`src/segacq_pkg.sv`:
```
// Constants and register map of the segmented acquisition controller.
package segacq_pkg;
    // ========================================
    // Register offsets
    localparam logic [15:0] OFF_MODE      = 16'h251c;
    localparam logic [15:0] OFF_TOTAL_LO  = 16'h2710;
    localparam logic [15:0] OFF_TOTAL_HI  = 16'h2711;
    localparam logic [15:0] OFF_SEGLEN_LO = 16'h271a;
    localparam logic [15:0] OFF_SEGLEN_HI = 16'h271b;
    localparam logic [15:0] OFF_LOOPS     = 16'h2724;
    localparam logic [15:0] OFF_POST_LO   = 16'h2774;
    localparam logic [15:0] OFF_POST_HI   = 16'h2775;
    localparam logic [15:0] OFF_CTRL      = 16'h2800;
    localparam logic [15:0] OFF_STATUS    = 16'h2801;
    localparam logic [15:0] OFF_IRQ_STS   = 16'h2802;
    localparam logic [15:0] OFF_IRQ_MASK  = 16'h2803;
    localparam logic [15:0] OFF_CHANNELS  = 16'h2804;
    localparam logic [15:0] OFF_SEG_DONE  = 16'h2805;
    localparam logic [15:0] OFF_PRE       = 16'h2806;
    // ========================================
    // Field codes and positions
    localparam logic [31:0] MODE_BOUNDED = 32'h0000_0002;
    localparam logic [31:0] MODE_STREAM  = 32'h0000_0020;
    localparam int CTRL_START = 0;
    localparam int CTRL_STOP  = 1;
    localparam int IRQ_SEG    = 0;
    localparam int IRQ_DONE   = 1;
    localparam int IRQ_ERR    = 2;
    localparam int IRQ_W      = 3;
    localparam logic [2:0] CH_ONE  = 3'h1;
    localparam logic [2:0] CH_TWO  = 3'h2;
    localparam logic [2:0] CH_FOUR = 3'h4;
    localparam logic [63:0] PRE_MAX_1CH = 64'h0000_0000_0000_1ff0;
    localparam logic [63:0] PRE_MAX_2CH = 64'h0000_0000_0000_0ff8;
    localparam logic [63:0] PRE_MAX_4CH = 64'h0000_0000_0000_07fc;
    localparam logic [63:0] SAMPLE_BYTES = 64'h0000_0000_0000_0002;
    // ========================================
    // Reset values
    localparam logic [31:0] RST_MODE  = 32'h0000_0000;
    localparam logic [63:0] RST_CNT   = 64'h0000_0000_0000_0000;
    localparam logic [31:0] RST_LOOPS = 32'h0000_0000;
    localparam logic [2:0]  RST_CHANS = 3'h1;
    localparam logic [2:0]  RST_MASK  = 3'h0;

    typedef enum logic [1:0] {
        ST_IDLE = 2'b00,
        ST_PRE  = 2'b01,
        ST_POST = 2'b10
    } acq_state_t;
endpackage

```
`src/segacq_ctrl.sv`:
```
// Segmented trigger acquisition controller with register port and interrupt.
//
// Design decision made here: the plain strobed port.
`timescale 1ns/100ps
module segacq_ctrl
    import segacq_pkg::*;
#(
    parameter logic [63:0] MEM_SAMPLES = 64'h0000_0000_0200_0000
) (
    // Clock and reset
    input  wire logic        clk_sys,
    input  wire logic        rstn,
    // Register port
    input  wire logic [15:0] reg_addr,
    input  wire logic [31:0] reg_wdata,
    input  wire logic        reg_wr,
    input  wire logic        reg_rd,
    output logic      [31:0] reg_rdata,
    // Sample and trigger stream
    input  wire logic        sample_valid,
    input  wire logic        trigger_in,
    // Sample memory write side
    output logic             mem_wr,
    output logic      [63:0] mem_byte_addr,
    // Segment hand-over to the host transfer engine
    output logic             seg_ready,
    output logic      [63:0] seg_byte_base,
    // Status
    output logic             acq_busy,
    output logic             irq
);
    // ========================================
    // State
    typedef struct packed {
        acq_state_t        st;
        logic [31:0]       mode;
        logic [63:0]       total;
        logic [63:0]       seglen;
        logic [63:0]       post;
        logic [31:0]       loops;
        logic [2:0]        chans;
        logic [IRQ_W-1:0]  irq_sts;
        logic [IRQ_W-1:0]  irq_mask;
        logic [63:0]       pre;
        logic [63:0]       ptr;
        logic [63:0]       cnt;
        logic [63:0]       base;
        logic [63:0]       filled;
        logic [31:0]       segs;
        logic              stream;
        logic [31:0]       rdata;
        logic              mem_wr;
        logic [63:0]       mem_addr;
        logic              seg_ready;
        logic [63:0]       seg_base;
    } state_t;

    state_t           q;
    state_t           d;
    logic             start_req;
    logic             stop_req;
    logic             cfg_bad;
    logic             mode_ok;
    logic             seg_end;
    logic [63:0]      pre_calc;
    logic [63:0]      pre_max;
    logic [63:0]      ptr_nxt;
    logic [63:0]      base_nxt;
    logic [63:0]      cnt_nxt;
    logic [IRQ_W-1:0] ev;
    logic [IRQ_W-1:0] w1c;

    // ========================================
    // Next-state logic
    always_comb begin
        d           = q;
        d.mem_wr    = 1'b0;
        d.seg_ready = 1'b0;
        d.rdata     = 32'h0000_0000;
        ev          = '0;
        w1c         = '0;
        start_req   = 1'b0;
        stop_req    = 1'b0;
        seg_end     = 1'b0;
        cnt_nxt     = q.cnt + 64'h1;
        pre_calc    = q.seglen - q.post;
        unique case (q.chans)
            CH_TWO:  pre_max = PRE_MAX_2CH;
            CH_FOUR: pre_max = PRE_MAX_4CH;
            default: pre_max = PRE_MAX_1CH;
        endcase
        cfg_bad = (q.post == RST_CNT) || (q.post > q.seglen) || (pre_calc > pre_max);
        mode_ok = (q.mode == MODE_BOUNDED) || (q.mode == MODE_STREAM);
        // The pointer wraps inside one segment, so pre-trigger samples form a ring.
        ptr_nxt = (q.ptr + 64'h1 == q.seglen) ? RST_CNT : q.ptr + 64'h1;
        base_nxt = q.base + q.seglen;
        if (q.stream && (base_nxt + q.seglen > MEM_SAMPLES)) begin
            base_nxt = RST_CNT;
        end

        // Configuration other than the interrupt mask is frozen while an acquisition runs.
        if (reg_wr) begin
            unique case (reg_addr)
                OFF_CTRL: begin
                    start_req = reg_wdata[CTRL_START];
                    stop_req  = reg_wdata[CTRL_STOP];
                end
                OFF_IRQ_STS:  w1c = reg_wdata[IRQ_W-1:0];
                OFF_IRQ_MASK: d.irq_mask = reg_wdata[IRQ_W-1:0];
                default: begin
                    if (q.st == ST_IDLE) begin
                        unique case (reg_addr)
                            OFF_MODE:      d.mode = reg_wdata;
                            OFF_TOTAL_LO:  d.total[31:0] = reg_wdata;
                            OFF_TOTAL_HI:  d.total[63:32] = reg_wdata;
                            OFF_SEGLEN_LO: d.seglen[31:0] = reg_wdata;
                            OFF_SEGLEN_HI: d.seglen[63:32] = reg_wdata;
                            OFF_POST_LO:   d.post[31:0] = reg_wdata;
                            OFF_POST_HI:   d.post[63:32] = reg_wdata;
                            OFF_LOOPS:     d.loops = reg_wdata;
                            OFF_CHANNELS:  d.chans = reg_wdata[2:0];
                            default:       d.chans = q.chans;
                        endcase
                    end
                end
            endcase
        end

        if (reg_rd) begin
            unique case (reg_addr)
                OFF_MODE:      d.rdata = q.mode;
                OFF_TOTAL_LO:  d.rdata = q.total[31:0];
                OFF_TOTAL_HI:  d.rdata = q.total[63:32];
                OFF_SEGLEN_LO: d.rdata = q.seglen[31:0];
                OFF_SEGLEN_HI: d.rdata = q.seglen[63:32];
                OFF_POST_LO:   d.rdata = q.post[31:0];
                OFF_POST_HI:   d.rdata = q.post[63:32];
                OFF_LOOPS:     d.rdata = q.loops;
                OFF_STATUS:    d.rdata = {30'h0, q.stream, q.st != ST_IDLE};
                OFF_IRQ_STS:   d.rdata = {29'h0, q.irq_sts};
                OFF_IRQ_MASK:  d.rdata = {29'h0, q.irq_mask};
                OFF_CHANNELS:  d.rdata = {29'h0, q.chans};
                OFF_SEG_DONE:  d.rdata = q.segs;
                OFF_PRE:       d.rdata = pre_calc[31:0];
                default:       d.rdata = 32'h0000_0000;
            endcase
        end

        unique case (q.st)
            ST_IDLE: begin
                if (start_req && mode_ok) begin
                    if (cfg_bad) begin
                        ev[IRQ_ERR] = 1'b1;
                    end else begin
                        d.st     = ST_PRE;
                        d.pre    = pre_calc;
                        d.stream = (q.mode == MODE_STREAM);
                        d.ptr    = RST_CNT;
                        d.cnt    = RST_CNT;
                        d.base   = RST_CNT;
                        d.filled = RST_CNT;
                        d.segs   = RST_LOOPS;
                    end
                end
            end
            ST_PRE: begin
                if (sample_valid) begin
                    d.mem_wr = 1'b1;
                    d.ptr    = ptr_nxt;
                    // A trigger counts only once the pre-trigger depth is full.
                    if (trigger_in && (q.cnt >= q.pre)) begin
                        d.st  = ST_POST;
                        d.cnt = 64'h1;
                        seg_end = (q.post == 64'h1);
                    end else if (q.cnt < q.pre) begin
                        d.cnt = cnt_nxt;
                    end
                end
            end
            ST_POST: begin
                if (sample_valid) begin
                    d.mem_wr = 1'b1;
                    d.ptr    = ptr_nxt;
                    d.cnt    = cnt_nxt;
                    seg_end  = (cnt_nxt == q.post);
                end
            end
            default: d.st = ST_IDLE;
        endcase
        d.mem_addr = 64'((q.base + q.ptr) * SAMPLE_BYTES);

        if (seg_end) begin
            ev[IRQ_SEG] = 1'b1;
            d.segs      = q.segs + 32'h1;
            d.filled    = q.filled + q.seglen;
            d.seg_ready = q.stream;
            d.seg_base  = 64'(q.base * SAMPLE_BYTES);
            d.base      = base_nxt;
            d.ptr       = RST_CNT;
            d.cnt       = RST_CNT;
            d.st        = ST_PRE;
            if (!q.stream && (q.filled + q.seglen >= q.total)) begin
                d.st = ST_IDLE;
                ev[IRQ_DONE] = 1'b1;
            end
            if (q.stream && (q.loops != RST_LOOPS) && (q.segs + 32'h1 == q.loops)) begin
                d.st = ST_IDLE;
                ev[IRQ_DONE] = 1'b1;
            end
        end
        if (stop_req && (q.st != ST_IDLE)) begin
            d.st = ST_IDLE;
            ev[IRQ_DONE] = 1'b1;
        end
        // A new event wins over a clear in the same cycle.
        d.irq_sts = (q.irq_sts & ~w1c) | ev;
    end

    // ========================================
    // State register
    always_ff @(posedge clk_sys or negedge rstn) begin
        if (!rstn) begin
            q          <= '0;
            q.st       <= ST_IDLE;
            q.mode     <= RST_MODE;
            q.chans    <= RST_CHANS;
            q.irq_mask <= RST_MASK;
        end else begin
            q <= d;
        end
    end

    assign reg_rdata     = q.rdata;
    assign mem_wr        = q.mem_wr;
    assign mem_byte_addr = q.mem_addr;
    assign seg_ready     = q.seg_ready;
    assign seg_byte_base = q.seg_base;
    assign acq_busy      = (q.st != ST_IDLE);
    assign irq           = |(q.irq_sts & q.irq_mask);

    // ========================================
    // Checks
    chk_mode_gate: assert property (@(posedge clk_sys) disable iff (!rstn)
        (q.st == ST_IDLE && start_req && !mode_ok) |=> q.st == ST_IDLE)
        else $error("Start accepted with an unknown mode code.");
    chk_pre_error: assert property (@(posedge clk_sys) disable iff (!rstn)
        (q.st == ST_IDLE && start_req && mode_ok && cfg_bad)
        |=> q.irq_sts[IRQ_ERR] && q.st == ST_IDLE)
        else $error("Bad pre-trigger depth not reported.");
    chk_pre_derived: assert property (@(posedge clk_sys) disable iff (!rstn)
        ($past(q.st) == ST_IDLE && q.st == ST_PRE)
        |-> q.pre == $past(q.seglen) - $past(q.post))
        else $error("Pre-trigger depth not segment minus post.");
    chk_rearm_gap: assert property (@(posedge clk_sys) disable iff (!rstn)
        (seg_end && !stop_req && !ev[IRQ_DONE]) |=> q.st == ST_PRE && q.cnt == RST_CNT)
        else $error("No immediate re-arm after a segment.");
    chk_post_count: assert property (@(posedge clk_sys) disable iff (!rstn)
        (q.st == ST_POST) |-> (q.cnt < q.post) && (q.cnt != RST_CNT))
        else $error("Post-trigger count out of range.");
    chk_seg_bound: assert property (@(posedge clk_sys) disable iff (!rstn)
        (q.st != ST_IDLE) |-> q.ptr < q.seglen)
        else $error("Write pointer left its segment.");
    // A host stop may leave the post phase early, so only a finished segment is counted.
    chk_one_segment: assert property (@(posedge clk_sys) disable iff (!rstn)
        $past(seg_end) |-> q.segs == $past(q.segs) + 32'h1)
        else $error("Segment count not advanced once per trigger.");
    chk_bounded_end: assert property (@(posedge clk_sys) disable iff (!rstn)
        (q.st != ST_IDLE && !q.stream) |-> q.filled < q.total)
        else $error("Bounded acquisition ran past the total.");
    chk_loop_stop: assert property (@(posedge clk_sys) disable iff (!rstn)
        (q.st != ST_IDLE && q.stream && q.loops != RST_LOOPS) |-> q.segs < q.loops)
        else $error("Streaming ran past the segment count.");
    chk_stream_only: assert property (@(posedge clk_sys) disable iff (!rstn)
        seg_ready |-> q.stream && $past(seg_end))
        else $error("Segment handed over outside streaming.");
    chk_byte_word: assert property (@(posedge clk_sys) disable iff (!rstn)
        mem_wr |-> mem_byte_addr[0] == 1'b0 && $past(sample_valid))
        else $error("Sample write not on a two-byte word.");
    chk_pre_limit: assert property (@(posedge clk_sys) disable iff (!rstn)
        acq_busy |-> q.pre <= pre_max)
        else $error("Running with a pre-trigger depth above the limit.");
    chk_seg_equal: assert property (@(posedge clk_sys) disable iff (!rstn)
        $past(seg_end) |-> (q.base == $past(q.base) + $past(q.seglen)) || (q.base == RST_CNT))
        else $error("Next segment base not one segment length on.");
    chk_post_start: assert property (@(posedge clk_sys) disable iff (!rstn)
        (q.st == ST_PRE && sample_valid && trigger_in && q.cnt >= q.pre && q.post != 64'h1
        && !stop_req) |=> q.st == ST_POST && q.cnt == 64'h1)
        else $error("Trigger sample not counted as first post sample.");
    chk_host_stop: assert property (@(posedge clk_sys) disable iff (!rstn)
        (stop_req && q.st != ST_IDLE) |=> q.st == ST_IDLE && q.irq_sts[IRQ_DONE])
        else $error("Host stop not honoured at once.");
    chk_idle_quiet: assert property (@(posedge clk_sys) disable iff (!rstn)
        $past(q.st) == ST_IDLE |-> !mem_wr)
        else $error("Sample written while idle.");
    chk_sticky_hold: assert property (@(posedge clk_sys) disable iff (!rstn)
        ($past(q.irq_sts) & ~$past(w1c) & ~q.irq_sts) == '0)
        else $error("Status bit lost without a clear.");
    cov_bounded_done: cover property (@(posedge clk_sys) disable iff (!rstn)
        !q.stream && seg_end && ev[IRQ_DONE]);
    cov_host_stop: cover property (@(posedge clk_sys) disable iff (!rstn)
        stop_req && q.st == ST_POST);
    cov_stream_seg: cover property (@(posedge clk_sys) disable iff (!rstn)
        seg_ready ##[1:200] seg_ready);
    cov_pre_err: cover property (@(posedge clk_sys) disable iff (!rstn)
        ev[IRQ_ERR]);
endmodule

```
`config.mk`:
```
export PLATFORM = sky130hd
export DESIGN_NAME = segacq_ctrl
export DESIGN_NICKNAME = d
export VERILOG_FILES = /design/src/segacq_pkg.sv /design/src/segacq_ctrl.sv
export SDC_FILE = /design/constraint.sdc
export NUM_CORES = 2
export LEC_CHECK = 0
export ABC_AREA = 1
export BUFFER_PORTS_ARGS = -buffer_cell sky130_fd_sc_hd__buf_2
export CELL_PAD_IN_SITES_DETAIL_PLACEMENT = 0
export CELL_PAD_IN_SITES_GLOBAL_PLACEMENT = 1
export CORE_ASPECT_RATIO = 1.1
export CORE_MARGIN = 4
export CORE_UTILIZATION = 45
export DETAILED_ROUTE_END_ITERATION = 8
export PLACE_DENSITY_LB_ADDON = 0.1
export SLEW_MARGIN = 20
export SYNTH_ARGS = -nofsm -noshare
export SYNTH_HDL_FRONTEND = slang
export SYNTH_SLANG_ARGS = --single-unit
```
`constraint.sdc`:
```
create_clock -name clk_sys -period 7 [get_ports clk_sys]
set_input_delay 1.05 -clock clk_sys [delete_from_list [all_inputs] [get_ports clk_sys]]
set_output_delay 1.05 -clock clk_sys [all_outputs]
set_load 0.01 [all_outputs]
```
# Word level (Yosys, flattened, before mapping)
# Index checks and enable logic that the tools add are counted.
dict set report word_totals {
  output_inout_bits 164
  input_bits 54
  reg_bits 780
  wordCells 159
}
dict set report op_classes {
  eq_ne 36
  n_mux 43
  reduce_logical 36
  n_bitwise 6
  order_cmp 6
  n_addsub 8
}
# cell count
set ops {}
lappend ops {{$mux W289} 2}
lappend ops {{$pmux W32 S14} 1}
lappend ops {{$pmux W128 S3} 1}
lappend ops {{$mux W288} 1}
lappend ops {{$mux W128} 2}
lappend ops {{$mux W64} 4}
lappend ops {{$eq A16 B14 Y1 const B} 15}
lappend ops {{$add A64 B64 Y64} 3}
lappend ops {{$mux W161} 1}
lappend ops {{$add A64 B1 Y64 const B} 2}
lappend ops {{$eq A64 B64 Y1} 2}
lappend ops {{$ge A64 B64 Y1} 2}
lappend ops {{$mux W65} 1}
lappend ops {{$eq A64 B1 Y1 const B} 1}
lappend ops {{$gt A64 B13 Y1} 1}
lappend ops {{$gt A64 B26 Y1 const B} 1}
lappend ops {{$gt A64 B64 Y1} 1}
lappend ops {{$logic_not A64 Y1} 1}
lappend ops {{$lt A64 B64 Y1} 1}
lappend ops {{$sub A64 B64 Y64} 1}
lappend ops {{$add A63 B63 Y63} 1}
lappend ops {{$reduce_and A4 Y1} 9}
lappend ops {{$add A32 B1 Y32 const B} 1}
lappend ops {{$eq A32 B2 Y1 const B} 1}
lappend ops {{other kinds (36)} 79}

# Longest topological paths before layout
dict set report depth {
  word_depth 9
  ltp_mapped 42
}

# Least setup slack after synthesis
# No wires, ideal clock.
dict set report synth_path {
  path_kind {register -> register}
  startpoint {reg q[621] (netlist bit)}
  endpoint {reg q[262] (netlist bit)}
  stages_incl_launch_ff 36
  period_less_slack_ns 5.059
  setup_ns 0.066
  required_ns 6.934
  path_slack_ns 1.941
  arrival_ns 4.993
  path_cell_list {dfrtp_1 -> inv_1 -> fa_1 -> inv_1 -> nand3_1 -> nand2_1 -> nand2_1 -> nand2_1 -> nand2_1 -> nand2_1 -> a21oi_1 -> o21ai_0 -> a21boi_0 -> o21ai_0 -> a21oi_1 -> xor2_1 -> inv_1 -> ha_1 -> nand2_1 -> nor2_1 -> inv_1 -> nor2_1 -> inv_1 -> nor3_1 -> o21ai_0 -> nand3_1 -> xor2_1 -> nand2_1 -> nor2_1 -> nand2_1 -> nor2_1 -> o211ai_1 -> nand2_1 -> clkbuf_1 -> nand2_1 -> nand2_1}
}
dict set report synth_between {
  elab_chain_len 6
}
# element line
set synth_lines {}
lappend synth_lines {{start: declaration} segacq_ctrl.sv:58} ;# state_t q;
lappend synth_lines {{$add A64 B64 Y64} segacq_ctrl.sv:96} ;# base_nxt = q.base + q.seglen;
lappend synth_lines {{$add A64 B64 Y64} segacq_ctrl.sv:97} ;# if (q.stream && (base_nxt + q.seglen > MEM_SAMPLES)) begin
lappend synth_lines {{$gt A64 B26 Y1} segacq_ctrl.sv:97}
lappend synth_lines {{$logic_and A1 B1 Y1} segacq_ctrl.sv:97}
lappend synth_lines {{$mux W64} segacq_ctrl.sv:97}
lappend synth_lines {{$mux W288} segacq_ctrl.sv:192} ;# if (seg_end) begin
# Several ways; a longest one is shown, not always the timed one.
# A chain may end at the register's enable or synchronous reset.

# Worst setup path in the final report
dict set report layout_path {
  startpoint {reg q[620] (netlist bit)}
  endpoint {reg q[434] (netlist bit)}
}
dict set report layout_between {
  elab_chain_len 5
}
# element line
set layout_lines {}
lappend layout_lines {{$sub A64 B64 Y64} segacq_ctrl.sv:86} ;# pre_calc = q.seglen - q.post;
lappend layout_lines {{net pre_calc[12]} segacq_ctrl.sv:65} ;# logic [63:0] pre_calc;
lappend layout_lines {{$gt A64 B13 Y1} segacq_ctrl.sv:92} ;# cfg_bad = (q.post == RST_CNT) || (q.post > q.seglen) || (pre_calc > pre_max);
lappend layout_lines {{$logic_or A1 B1 Y1} segacq_ctrl.sv:92}
lappend layout_lines {{$ne A3 B3 Y1 (no line)} n/a}
lappend layout_lines {{$reduce_and A5 Y1 (no line)} n/a}
# The timed path passes the listed nets, and every way through them passes these cells. The select of a mux whose other input is x is not followed.

==> key figures <==
CTS
  • Root buf cell: clkbuf_16
  • CTS tree: built
  • Hold Buf Count CTS: 0
  • CTS sink cnt: 780
  • Buffer depth of the longest clock path: 3
  • Num CTS Buffers: 90
  • H-Tree Depth: 3
  • Worst-path clk slew: 0.06 ns
  • # resized after CTS: 0
  • Postcts setup bufs: 0
  • Clock latency at the later pin of the worst-skew pair: 0.77 ns

Power
  • P_leak: 38.8 nW
  • VDD IR-drop max: 0.000176 V
  • Pwr Density: 141 mW/mm^2
  • Power Total: 10.3 mW

STA
  • Min Hold Slack: 0.287 ns
  • Worst slew pin tran: 1.28 ns
  • Fmax: 0.146 GHz
  • Min cycle time layout: 6.83 ns
  • Final period utilization: 97.6%
  • Setup TNS: 0 ns
  • RSZ-0062 raised after global routing: no
  • Final-report hold violation count: 0
  • Slew HR: 14.4%
  • Final setup viols: 0
  • Clock Skew: 0.0565 ns
  • Slew Limit Fails: 0

Die
  • Cell Rows: 147
  • Starting utilization of the core area: 45.5%
  • Chip Height: 412 microns
  • Die area: 0.155 sq mm
  • Core Area: 0.147 sq mm
  • Io pins: 218
  • Chip width: 375 microns

Worst setup path
  • CP Max Fanout: 34
  • R2r endpoint: q[434]
  • CP endpoint kind: register
  • Flop2flop setup slack: 0.17 ns
  • Worst R2R Path Depth: 27
  • CP Launch Type: register
  • Crit path required time: 7.66 ns
  • Launch point of the worst path: q[620]
  • Crit Path Class: register to register
  • FF-to-FF Start: q[620]
  • End point of the critical path: q[434]
  • Worst EP arrival: 7.49 ns

Route
  • Post-DR vias/cell: 5.93
  • WL final: 344 mm
  • Via count: 74.2k
  • Routed len/inst: 27.5 microns
  • Pre-Repair DR Iteration Count: 9
  • Drt first-iter violations: 10.4k
  • # DRC: 1
  • Antenna viol nets, final: 0

Placement
  • Post-DP HPWL: 276 mm
  • Count of buffers from port buffering: 215
  • DP Cell Count: 12.3k
  • Final GP Congestion: 1.09

Yosys
  • Mapped Area: 0.0668 sq mm
  • Synth top area share: 29.2%
  • EDFF count, synth: 0
  • Synth Area in Adders: 8.73%
  • Area contributors post-synth: dfrtp_1 29%, nand2_1 17%, ha_1 8.6%
  • Top post-synthesis cells by count: 3058 x nand2_1, 1482 x inv_1, 1263 x nor2_1, 779 x dfrtp_1, 603 x o21ai_0
  • Simple-gate share of the synthesized area: 32.2%
  • Post-Synthesis Cells: 10.4k
  • FFs w/ async S/R, synth: 100%
  • Largest family of logic cells by synthesized area: simple AND/OR/NAND/NOR gates
  • Post-synthesis sequential area ratio: 29.2%
  • Seq cells post-synth: 780
  • Post-synthesis mux area share: 0%
  • Largest area contributor in the netlist: dfrtp_1
  • Synth Area in Compound Gates: 14.1%
  • Synth Area in XOR/XNOR: 4.24%
  • Yosys cell types: 59
  • Syn avg cell area: 6.44 sq um
  • YS warnings: 0
  • Count leader, synth: nand2_1
  • Main synth FF type: dfrtp_1

Run status
  • Failing checks: design-rule violations
  • Status: finished, violations left

Job
  • Maxcap violations: 0

Hold path
  • Worst Hold Class: input pin to asynchronous set/reset pin

Global routing
  • Initial antenna violation count: 44
  • Largest net degree at the start of global routing: 133
  • First-pass GRT wire length: 484 mm
  • Vias in the first global route: 68.4k
  • GRT overflow: 0
  • Total track usage: 43.1%

Layout
  • Area delta synth->final: 9.07%
  • Share of layout cells above drive strength 1: 5.71%
  • Final std cells w/o fill: 12.5k
  • Fin nets: 11.0k
==> sequential cells by signal (all words and copies together) (netlist names) <==
signal,cells
q,620
mem_byte_addr,63
seg_byte_base,63
reg_rdata,32
mem_wr,1
seg_ready,1
==> kinds of logic after synthesis <==
kind of cell / count (synthesis)
compound gates: 1689
xor+xnor: 320
fa+ha+maj: 463
buf+inv: 1843
flops: 780
other cells: 1
simple gates: 5267
==> worst max-delay path, cell delays in order (launching register included) <==
cell	delay, ns
dfrtp_1	0.35
buf_4	0.28
inv_1	0.10
ha_1	0.25
fa_1	0.42
inv_1	0.11
nand3_1	0.07
nand2_1	0.23
nand2_1	0.08
nand2_1	0.18
nand2_1	0.07
nand2_1	0.25
xor2_1	0.56
ha_1	0.36
a21oi_1	0.17
nand2_1	0.07
nor3_1	0.18
nand2_1	0.07
nand2_1	0.32
nand3_1	0.14
nor2_1	0.57
nand2_1	0.24
nand3_2	0.27
nand2_2	0.19
inv_2	0.56
buf_4	0.39
nand2_1	0.10
o21ai_1	0.08
==> area by class of cell <==
| cell class | instances | area [sq um] |
|---|---|---|
| Antenna cell | 32 | 80.1 |
| Sequential cell | 780 | 19500 |
| Multi-Input combinational cell | 7742 | 39700 |
| Timing Repair Buffer | 362 | 2300 |
| Clock buffer | 114 | 2500 |
| Inverter | 1494 | 5610 |
| Clock inverter | 50 | 701 |
| Fill cell | 15400 | 74000 |
| Tap cell | 1937 | 2420 |
==> worst min-delay path by stage <==
stage,end,slack (ns),depth (start not counted)
2_1_floorplan,q[464],0.44,2
3_3_place_gp,q[476],0.45,2
3_5_place_dp,q[514],0.45,2
4_1_cts,q[479],0.28,1
5_1_grt,q[477],0.33,1
6_report,q[479],0.29,1
==> report_power, final <==
part           leakage, nW  switching, mW  total [mW]  internal [mW]
registers             10.5         0.0290        4.56           4.53
clock network         1.57           2.28        5.29           3.01
logic                 26.7          0.349       0.432         0.0832
total                 38.8           2.66        10.3           7.62
==> layer usage <==
| metal | routed length [microns] | global-route usage (%) |
|---|---|---|
| met1 | 137000 | 57.1 |
| met2 | 139000 | 62.2 |
| met3 | 42000 | 11.5 |
| met4 | 26600 | 27.7 |
| met5 | 188 | 0 |
==> cell usage in the layout, fill, tap and decap left out, types with 76 or more instances in the layout <==
cell type and count:
ha_1 458, xnor2_1 93, inv_1 1481, dfrtp_1 779, o22ai_1 89, nand2_1 3048
buf_4 138, nor3_1 144, clkbuf_16 90, nand4_1 155, nor2_1 1261, o21ai_0 600
nand3_1 455, buf_2 214, o21ai_1 106, a21oi_1 570, a31oi_1 76, xor2_1 225
==> metrics by stage <==
step	setup slack (ns)	utilization (%)	cell area [sq um]
2_1_floorplan	1.94	-	66800
3_3_place_gp	0.312	47.4	69500
3_5_place_dp	0.271	47.4	69500
4_1_cts	0.223	49.5	72700
5_1_grt	0.0428	49.6	72700
6_report	0.171	49.6	72800
(Power assumes the default switching activity.)
